[src/design/ckcfg_pkg.sv]
// constants and carrier types for the clock generator configuration block
package ckcfg_pkg;
  localparam logic [7:0] ADDR_DRIVE_MODE = 8'h0d;
  localparam logic [7:0] ADDR_IDENT = 8'h0e;
  localparam int DRIVE_MSB = 7;
  localparam int DRIVE_LSB = 5;
  localparam int WMODE_BIT = 0;
  localparam int IDENT_MSB = 4;
  localparam logic [2:0] SLEW_NORMAL = 3'h5;
  localparam logic [2:0] SLEW_WIRELESS = 3'h7;
  localparam logic [7:0] DRIVE_MODE_RESET = 8'ha0;
  localparam logic [7:0] IDENT_RESET = 8'h00;
  // arbitrary neutral value for the programmed identification
  localparam logic [4:0] IDENT_DEFAULT = 5'h01;

  typedef struct packed {
    logic cpu_or_src;
    logic usb_rate;
    logic freq_sel_a;
    logic freq_sel_b;
    logic freq_sel_c;
  } ckcfg_strap_type;

  typedef struct packed {
    logic we;
    logic [7:0] addr;
    logic [7:0] wdata;
  } ckcfg_req_type;
endpackage

[src/design/ckcfg_top.sv]
// register and strap-latch logic of the clock generator configuration
`timescale 1ns/1ns
// Function
// [RQ1] bits 7:5 of register 0xd drive the free-running 33 MHz buffer, 000 strongest, 111 weakest.
// [RQ2] with wireless mode 0 every single-ended slew code defaults to 101.
// [RQ3] with wireless mode 1 every single-ended slew code defaults to 111.
// [RQ4] register 0xe bits 4:0 hold the programmed identification, bits 7:5 are reserved.
// [RQ5] the cpu-or-src strap is latched at power good: 0 gives SRC, 1 gives a third CPU output.
// [RQ6] the usb rate strap is latched at power good: 0 gives 48 MHz, 1 gives 12 MHz.
// [RQ7] frequency selects A and B, driven valid by the board, choose the CPU frequency.
// [RQ8] power good is a level strobe whose rising assertion latches every strap.
// [RQ9] frequency select C joins A and B in choosing the CPU frequency.
// [RQ10] latched straps hold until the next power good assertion.
module ckcfg_top
(
  // clock and reset
  input wire logic i_clock,
  input wire logic i_resetn,
  // register port, one access per cycle
  input wire ckcfg_pkg::ckcfg_req_type i_req,
  input wire logic i_req_valid,
  // pins: power good and straps
  input wire logic i_power_good_strobe,
  input wire ckcfg_pkg::ckcfg_strap_type i_straps,
  // results
  output logic [7:0] o_rdata,
  output logic o_rvalid,
  output logic [2:0] o_freerun33_drive,
  output logic [2:0] o_default_slew,
  output logic o_cpu_out_third_sel,
  output logic o_usb_12m_sel,
  output logic [2:0] o_cpu_freq_sel,
  output logic o_straps_valid
);
  localparam int SW = $bits(ckcfg_pkg::ckcfg_strap_type);

  logic [2:0] pg_sync_q;
  logic [SW-1:0] st_s1_q;
  logic [SW-1:0] st_s2_q;
  logic [SW-1:0] st_s3_q;
  logic pg_level_q;
  logic [7:0] drive_mode_q;
  logic [7:0] ident_q;
  logic pg_rise;
  ckcfg_pkg::ckcfg_strap_type strap_q;

  function automatic logic [2:0] slew_default(input logic wmode);
    slew_default = wmode ? ckcfg_pkg::SLEW_WIRELESS : ckcfg_pkg::SLEW_NORMAL;
  endfunction

  // pins cross into the clock domain through three stages
  always_ff @(posedge i_clock)
  begin
    if (!i_resetn)
    begin
      pg_sync_q <= 3'h0;
      st_s1_q <= '0;
      st_s2_q <= '0;
      st_s3_q <= '0;
    end
    else
    begin
      pg_sync_q <= {pg_sync_q[1:0], i_power_good_strobe};
      st_s1_q <= i_straps;
      st_s2_q <= st_s1_q;
      st_s3_q <= st_s2_q;
    end
  end

  // power good level only changes once stages two and three agree
  always_ff @(posedge i_clock)
  begin
    if (!i_resetn)
      pg_level_q <= 1'b0;
    else if (pg_sync_q[1] == pg_sync_q[2])
      pg_level_q <= pg_sync_q[2];
  end

  assign pg_rise = (pg_sync_q[1] == pg_sync_q[2]) && pg_sync_q[2] && !pg_level_q; // [RQ8]

  // straps latched only on assertion; shared pins turn into clocks afterwards
  always_ff @(posedge i_clock)
  begin
    if (!i_resetn)
    begin
      strap_q <= '0;
      o_straps_valid <= 1'b0;
    end
    else if (pg_rise)
    begin
      strap_q <= st_s3_q; // [RQ8] [RQ10]
      o_straps_valid <= 1'b1;
    end
  end

  always_ff @(posedge i_clock)
  begin
    if (!i_resetn)
    begin
      o_cpu_out_third_sel <= 1'b0;
      o_usb_12m_sel <= 1'b0;
      o_cpu_freq_sel <= 3'h0;
    end
    else
    begin
      o_cpu_out_third_sel <= strap_q.cpu_or_src; // [RQ5]
      o_usb_12m_sel <= strap_q.usb_rate; // [RQ6]
      o_cpu_freq_sel <= {strap_q.freq_sel_c, strap_q.freq_sel_b, strap_q.freq_sel_a}; // [RQ7] [RQ9]
    end
  end

  // configuration registers
  always_ff @(posedge i_clock)
  begin
    if (!i_resetn)
    begin
      drive_mode_q <= ckcfg_pkg::DRIVE_MODE_RESET;
      ident_q <= {3'h0, ckcfg_pkg::IDENT_DEFAULT};
    end
    else if (i_req_valid && i_req.we)
    begin
      if (i_req.addr == ckcfg_pkg::ADDR_DRIVE_MODE)
        drive_mode_q <= i_req.wdata;
      if (i_req.addr == ckcfg_pkg::ADDR_IDENT)
        ident_q <= i_req.wdata; // [RQ4]
    end
  end

  // outputs registered; slew default follows the mode bit one cycle later
  always_ff @(posedge i_clock)
  begin
    if (!i_resetn)
    begin
      o_freerun33_drive <= 3'h0;
      o_default_slew <= ckcfg_pkg::SLEW_NORMAL;
    end
    else
    begin
      o_freerun33_drive <= drive_mode_q[ckcfg_pkg::DRIVE_MSB:ckcfg_pkg::DRIVE_LSB]; // [RQ1]
      o_default_slew <= slew_default(drive_mode_q[ckcfg_pkg::WMODE_BIT]); // [RQ2] [RQ3]
    end
  end

  // reads answer one cycle after the request; unmapped reads give zero
  always_ff @(posedge i_clock)
  begin
    if (!i_resetn)
    begin
      o_rdata <= 8'h00;
      o_rvalid <= 1'b0;
    end
    else
    begin
      o_rvalid <= i_req_valid && !i_req.we;
      case (i_req.addr)
        ckcfg_pkg::ADDR_DRIVE_MODE: o_rdata <= drive_mode_q;
        ckcfg_pkg::ADDR_IDENT: o_rdata <= {3'h0, ident_q[ckcfg_pkg::IDENT_MSB:0]}; // [RQ4]
        default: o_rdata <= 8'h00;
      endcase
    end
  end

  property p_slew_mode;
    @(posedge i_clock) disable iff (!i_resetn)
    1'b1 |=> o_default_slew == ($past(drive_mode_q[0]) ? 3'h7 : 3'h5);
  endproperty
  a_slew_mode: assert property (p_slew_mode) else $error("slew default wrong"); // [RQ2] [RQ3]

  property p_drive;
    @(posedge i_clock) disable iff (!i_resetn)
    1'b1 |=> o_freerun33_drive == $past(drive_mode_q[7:5]);
  endproperty
  a_drive: assert property (p_drive) else $error("drive code wrong"); // [RQ1]

  property p_ident_rsv;
    @(posedge i_clock) disable iff (!i_resetn)
    o_rvalid && $past(i_req.addr) == ckcfg_pkg::ADDR_IDENT |-> o_rdata[7:5] == 3'h0;
  endproperty
  a_ident_rsv: assert property (p_ident_rsv) else $error("ident reserved bits set"); // [RQ4]

  property p_rvalid;
    @(posedge i_clock) disable iff (!i_resetn)
    i_req_valid && !i_req.we |=> o_rvalid;
  endproperty
  a_rvalid: assert property (p_rvalid) else $error("read answer missing"); // [RQ4]

  property p_valid_flag;
    @(posedge i_clock) disable iff (!i_resetn)
    pg_rise |=> o_straps_valid;
  endproperty
  a_valid_flag: assert property (p_valid_flag) else $error("straps valid not set"); // [RQ8]

  property p_latch;
    @(posedge i_clock) disable iff (!i_resetn)
    pg_rise |=> strap_q == $past(st_s3_q);
  endproperty
  a_latch: assert property (p_latch) else $error("strap not latched"); // [RQ8]

  property p_hold;
    @(posedge i_clock) disable iff (!i_resetn)
    !pg_rise |=> $stable(strap_q);
  endproperty
  a_hold: assert property (p_hold) else $error("strap changed without power good"); // [RQ10]

  property p_cpu_sel;
    @(posedge i_clock) disable iff (!i_resetn)
    pg_rise ##1 !pg_rise |=> o_cpu_out_third_sel == $past(strap_q.cpu_or_src);
  endproperty
  a_cpu_sel: assert property (p_cpu_sel) else $error("cpu select wrong"); // [RQ5]

  property p_usb_sel;
    @(posedge i_clock) disable iff (!i_resetn)
    1'b1 |=> o_usb_12m_sel == $past(strap_q.usb_rate);
  endproperty
  a_usb_sel: assert property (p_usb_sel) else $error("usb select wrong"); // [RQ6]

  property p_freq;
    @(posedge i_clock) disable iff (!i_resetn)
    1'b1 |=> o_cpu_freq_sel == {$past(strap_q.freq_sel_c), $past(strap_q.freq_sel_b),
      $past(strap_q.freq_sel_a)};
  endproperty
  a_freq: assert property (p_freq) else $error("cpu frequency select wrong"); // [RQ7] [RQ9]
endmodule // ckcfg_top

[config.mk]
export PLATFORM = sky130hd
export DESIGN_NAME = ckcfg_top
export DESIGN_NICKNAME = d
export VERILOG_FILES = /design/src/design/ckcfg_pkg.sv /design/src/design/ckcfg_top.sv
export SDC_FILE = /design/constraint.sdc
export NUM_CORES = 1
export LEC_CHECK = 0
export BUFFER_PORTS_ARGS = -buffer_cell sky130_fd_sc_hd__buf_4
export CAP_MARGIN = 5
export CORE_UTILIZATION = 30
export DETAILED_ROUTE_END_ITERATION = 10
export PLACE_DENSITY = 0.47
export SLEW_MARGIN = 20
export SYNTH_ARGS = -nofsm -noshare
export SYNTH_HDL_FRONTEND = slang
export SYNTH_SLANG_ARGS = --single-unit
[constraint.sdc]
create_clock -name i_clock -period 2.6 [get_ports i_clock]
set_input_delay 0.52 -clock i_clock [delete_from_list [all_inputs] [get_ports i_clock]]
set_output_delay 0.52 -clock i_clock [all_outputs]
set_load 0.03 [all_outputs]
==> flow_metrics.env <==
export IMPL_row_count=28
export IMPL_crit_fanout=8
export IMPL_cpPeakStageDelay_ps=580
export IMPL_cts_max_level=2
export IMPL_finalCritPeriodShare_pct=65.0
export IMPL_max_slew_margin_pct=57.2
export IMPL_setup_violations=0
export IMPL_gp_congestion=0.662
export IMPL_yosysMostFrequentCell="dfxtp_1"
export IMPL_synth_top_family_by_area="simple AND/OR/NAND/NOR gates"
export IMPL_arrival_ps=1930
export IMPL_wl_per_cell_um=11.1
export IMPL_synth_edff_count=0
export IMPL_crit_slowest_cell="or4_4"
export IMPL_die_w_um=80.9
export IMPL_min_to="st_s1_q[1]$_SDFF_PN0_"
export IMPL_r2r_slack_ps=1130
export IMPL_ctsLongestPathBuffers=2
export IMPL_drive_gt1_share_pct=26.5
export IMPL_synth_ff_type="dfxtp_1"
export IMPL_tns_ps=0
export IMPL_cts_tree="done"
export IMPL_nets=237
export IMPL_synthMuxAreaShare_pct=10.2
export IMPL_whs_path_depth=2
export IMPL_synth_top_area_share_pct=60.0
export IMPL_reg2reg_from="pg_sync_q[2]$_SDFF_PN0_"
export IMPL_root_buffer="clkbuf_8"
export IMPL_maxCapViolCount=0
export IMPL_crit_top_cell="buf_4"
export IMPL_holdCritPathClass="input pin to flip-flop"
export IMPL_yosys_area_share_simple_pct=23.1
export IMPL_min_delay_start="i_straps[1]"
export IMPL_via_count=1177
export IMPL_grt_pass1_wl_um=5020
export IMPL_grt_pass1_vias=1112
export IMPL_cp_required_ps=2840
export IMPL_hold_violations=0
export IMPL_status="finished, final reports clean"
export IMPL_hpwl_um=2250
export IMPL_synth_area_leaders="dfxtp_1, mux2i_1, and2_1, nor2b_1, nand2_1"
export IMPL_synth_compound_area_share_pct=2.41
export IMPL_insertion_delay_ps=310
export IMPL_worstPathCellList="buf_4 > or4_4 > nor4b_4 > buf_4 > mux2i_1"
export IMPL_grt_max_degree=57
export IMPL_yosysWarnings=0
export IMPL_yosys_area_share_adder_pct=0.670
export IMPL_worstReg2RegEnd="strap_q[2]$_SDFFE_PN0P_"
export IMPL_overflow=0
export IMPL_holdWs_ps=408
export IMPL_ios=47
export IMPL_cts_clk_slew_worst_paths_ps=100
export IMPL_worst_clock_skew_ps=7.48
export IMPL_leakage_nw=0.974
export IMPL_ys_seq_elements=56
export IMPL_drtIter0Drc=46
export IMPL_drv_slew=0
export IMPL_ir_worst_vdd_uv=171
export IMPL_design_die_area_mm2=0.00655
export IMPL_fmax_mhz=591
export IMPL_max_slew_worst_pin_slew_ps=640
export IMPL_cts_resized=0
export IMPL_core_mm2=0.00596
export IMPL_syn_inst=168
export IMPL_die_h_um=80.9
export IMPL_num_antenna_cells=0
export IMPL_async_flop_share_pct=0
export IMPL_r2r_cells=4
export IMPL_synth_xor_area_share_pct=0
export IMPL_avgSynthCellArea_um2=11.1
export IMPL_syn2layout_area_growth_pct=25.3
export IMPL_route_detailed_drc=0
export IMPL_rsz0062_at_grt="no"
export IMPL_clock_sinks=56
export IMPL_postCtsSetupBuffers=0
export IMPL_period_needed_ps=1690
export IMPL_synth_top_cell_by_area="dfxtp_1"
export IMPL_cp_start_kind="input pin"
export IMPL_syn_area_mm2=0.00187
export IMPL_vias_per_cell=4.12
export IMPL_yosysSeqAreaShare_pct=60.0
export IMPL_synth_cell_types=22
export IMPL_io_buffers=44
export IMPL_endpoint_kind="flip-flop"
export IMPL_wl_um=3170
export IMPL_antenna_found_initial=0
export IMPL_synthTopCellsByCount="dfxtp_1, and2_1, mux2i_1"
export IMPL_grt_total_usage_pct=10.3
export IMPL_ctsHoldBuffers=0
export IMPL_ant_nets=0
export IMPL_drt_pass1_iterations=3
export IMPL_initial_core_util_pct=31.4
export IMPL_power_density_mw_per_mm2=612
export IMPL_path_class="input pin to flip-flop"
export IMPL_cts_buffers=5
## critical path, delay by kind of cell
family	cells	cell delay [ps]
AND/OR/NAND/NOR	2	860
buffers and inverters	2	350
multiplexers	1	200
## where the power goes
part | switching (W) | internal [W]
logic | 0.0000387 | 0.0000424
registers | 0.00000323 | 0.000871
clock network | 0.000281 | 0.000197
## metal layers
metal	GRT usage (%)	vias to the layer above	wire length, um
met4	5.89	0	73
met3	3.48	6	158
met2	17.6	25	1550
met5	0	-	0
met1	11.2	532	1390
li1	-	614	-
## stage by stage
step / cell area (um2) / cells / worst slack, ps / power, W / util, %
finish: 2340 / 286 / 909 / 0.00143 / 39.3
global route: 2340 / 286 / 862 / 0.00150 / 39.3
CTS: 2340 / 286 / 911 / 0.00147 / 39.3
detailed placement: 2250 / 278 / 587 / 0.000977 / 37.7
global placement: 2250 / 278 / 657 / 0.000975 / 37.7
floorplan: 1870 / 169 / 837 / 0.000938 / -
## worst max-delay path by stage
stage | start | end | slack, ps | cells after the start
global route | i_req[13] | drive_mode_q[0]$_SDFFE_PN0P_ | 860 | 5
global placement | i_req[13] | drive_mode_q[6]$_SDFFE_PN0P_ | 660 | 5
finish | i_req[13] | drive_mode_q[3]$_SDFFE_PN0P_ | 910 | 5
CTS | i_req[13] | drive_mode_q[3]$_SDFFE_PN0P_ | 910 | 5
floorplan | i_req[13] | drive_mode_q[1]$_SDFFE_PN0P_ | 840 | 4
detailed placement | i_req[13] | drive_mode_q[3]$_SDFFE_PN0P_ | 590 | 5
## state kept, by name, summed over array words and instances (netlist names)
| register | count |
|---|---|
| o_freerun33_drive | 3 |
| pg_level_q | 1 |
| o_cpu_freq_sel | 3 |
| o_default_slew | 1 |
| st_s1_q | 5 |
| o_usb_12m_sel | 1 |
| o_rdata | 8 |
| pg_sync_q | 3 |
| st_s2_q | 5 |
| o_straps_valid | 1 |
| ident_q | 5 |
| st_s3_q | 5 |
| o_cpu_out_third_sel | 1 |
| o_rvalid | 1 |
| strap_q | 5 |
| drive_mode_q | 8 |
## area by class of cell
class	instances	area, um2
Clock inverter	3	25.0
Fill cell	594	3610
Multi-Input combinational cell	100	687
Sequential cell	56	1120
Timing Repair Buffer	45	338
Clock buffer	5	68.8
Tap cell	75	93.8
Inverter	2	7.51
## cell usage in the layout, fill, tap and decap left out
cell	instances
buf_4	45
mux2i_1	19
nand2_1	16
a22oi_1	5
or4_4	1
o21a_1	1
dfxtp_1	56
inv_6	2
and3_1	3
nor4b_4	1
clkinvlp_4	1
nand4_1	1
ha_1	1
nor3b_4	1
clkbuf_8	5
inv_1	2
nand3_1	1
conb_1	2
nor2b_1	15
nor2_1	6
and3b_1	1
and2_1	25
or2_1	1
## kinds of logic (layout without fill, tap and decap cells)
logic type,count (synthesis),in the layout
compound gates,6,6
buf+inv,13,55
fa+ha+maj,1,1
mux,19,19
simple gates,72,72
other cells,1,2
flops,56,56
No activity file was read; power rests on OpenSTA's default activity.
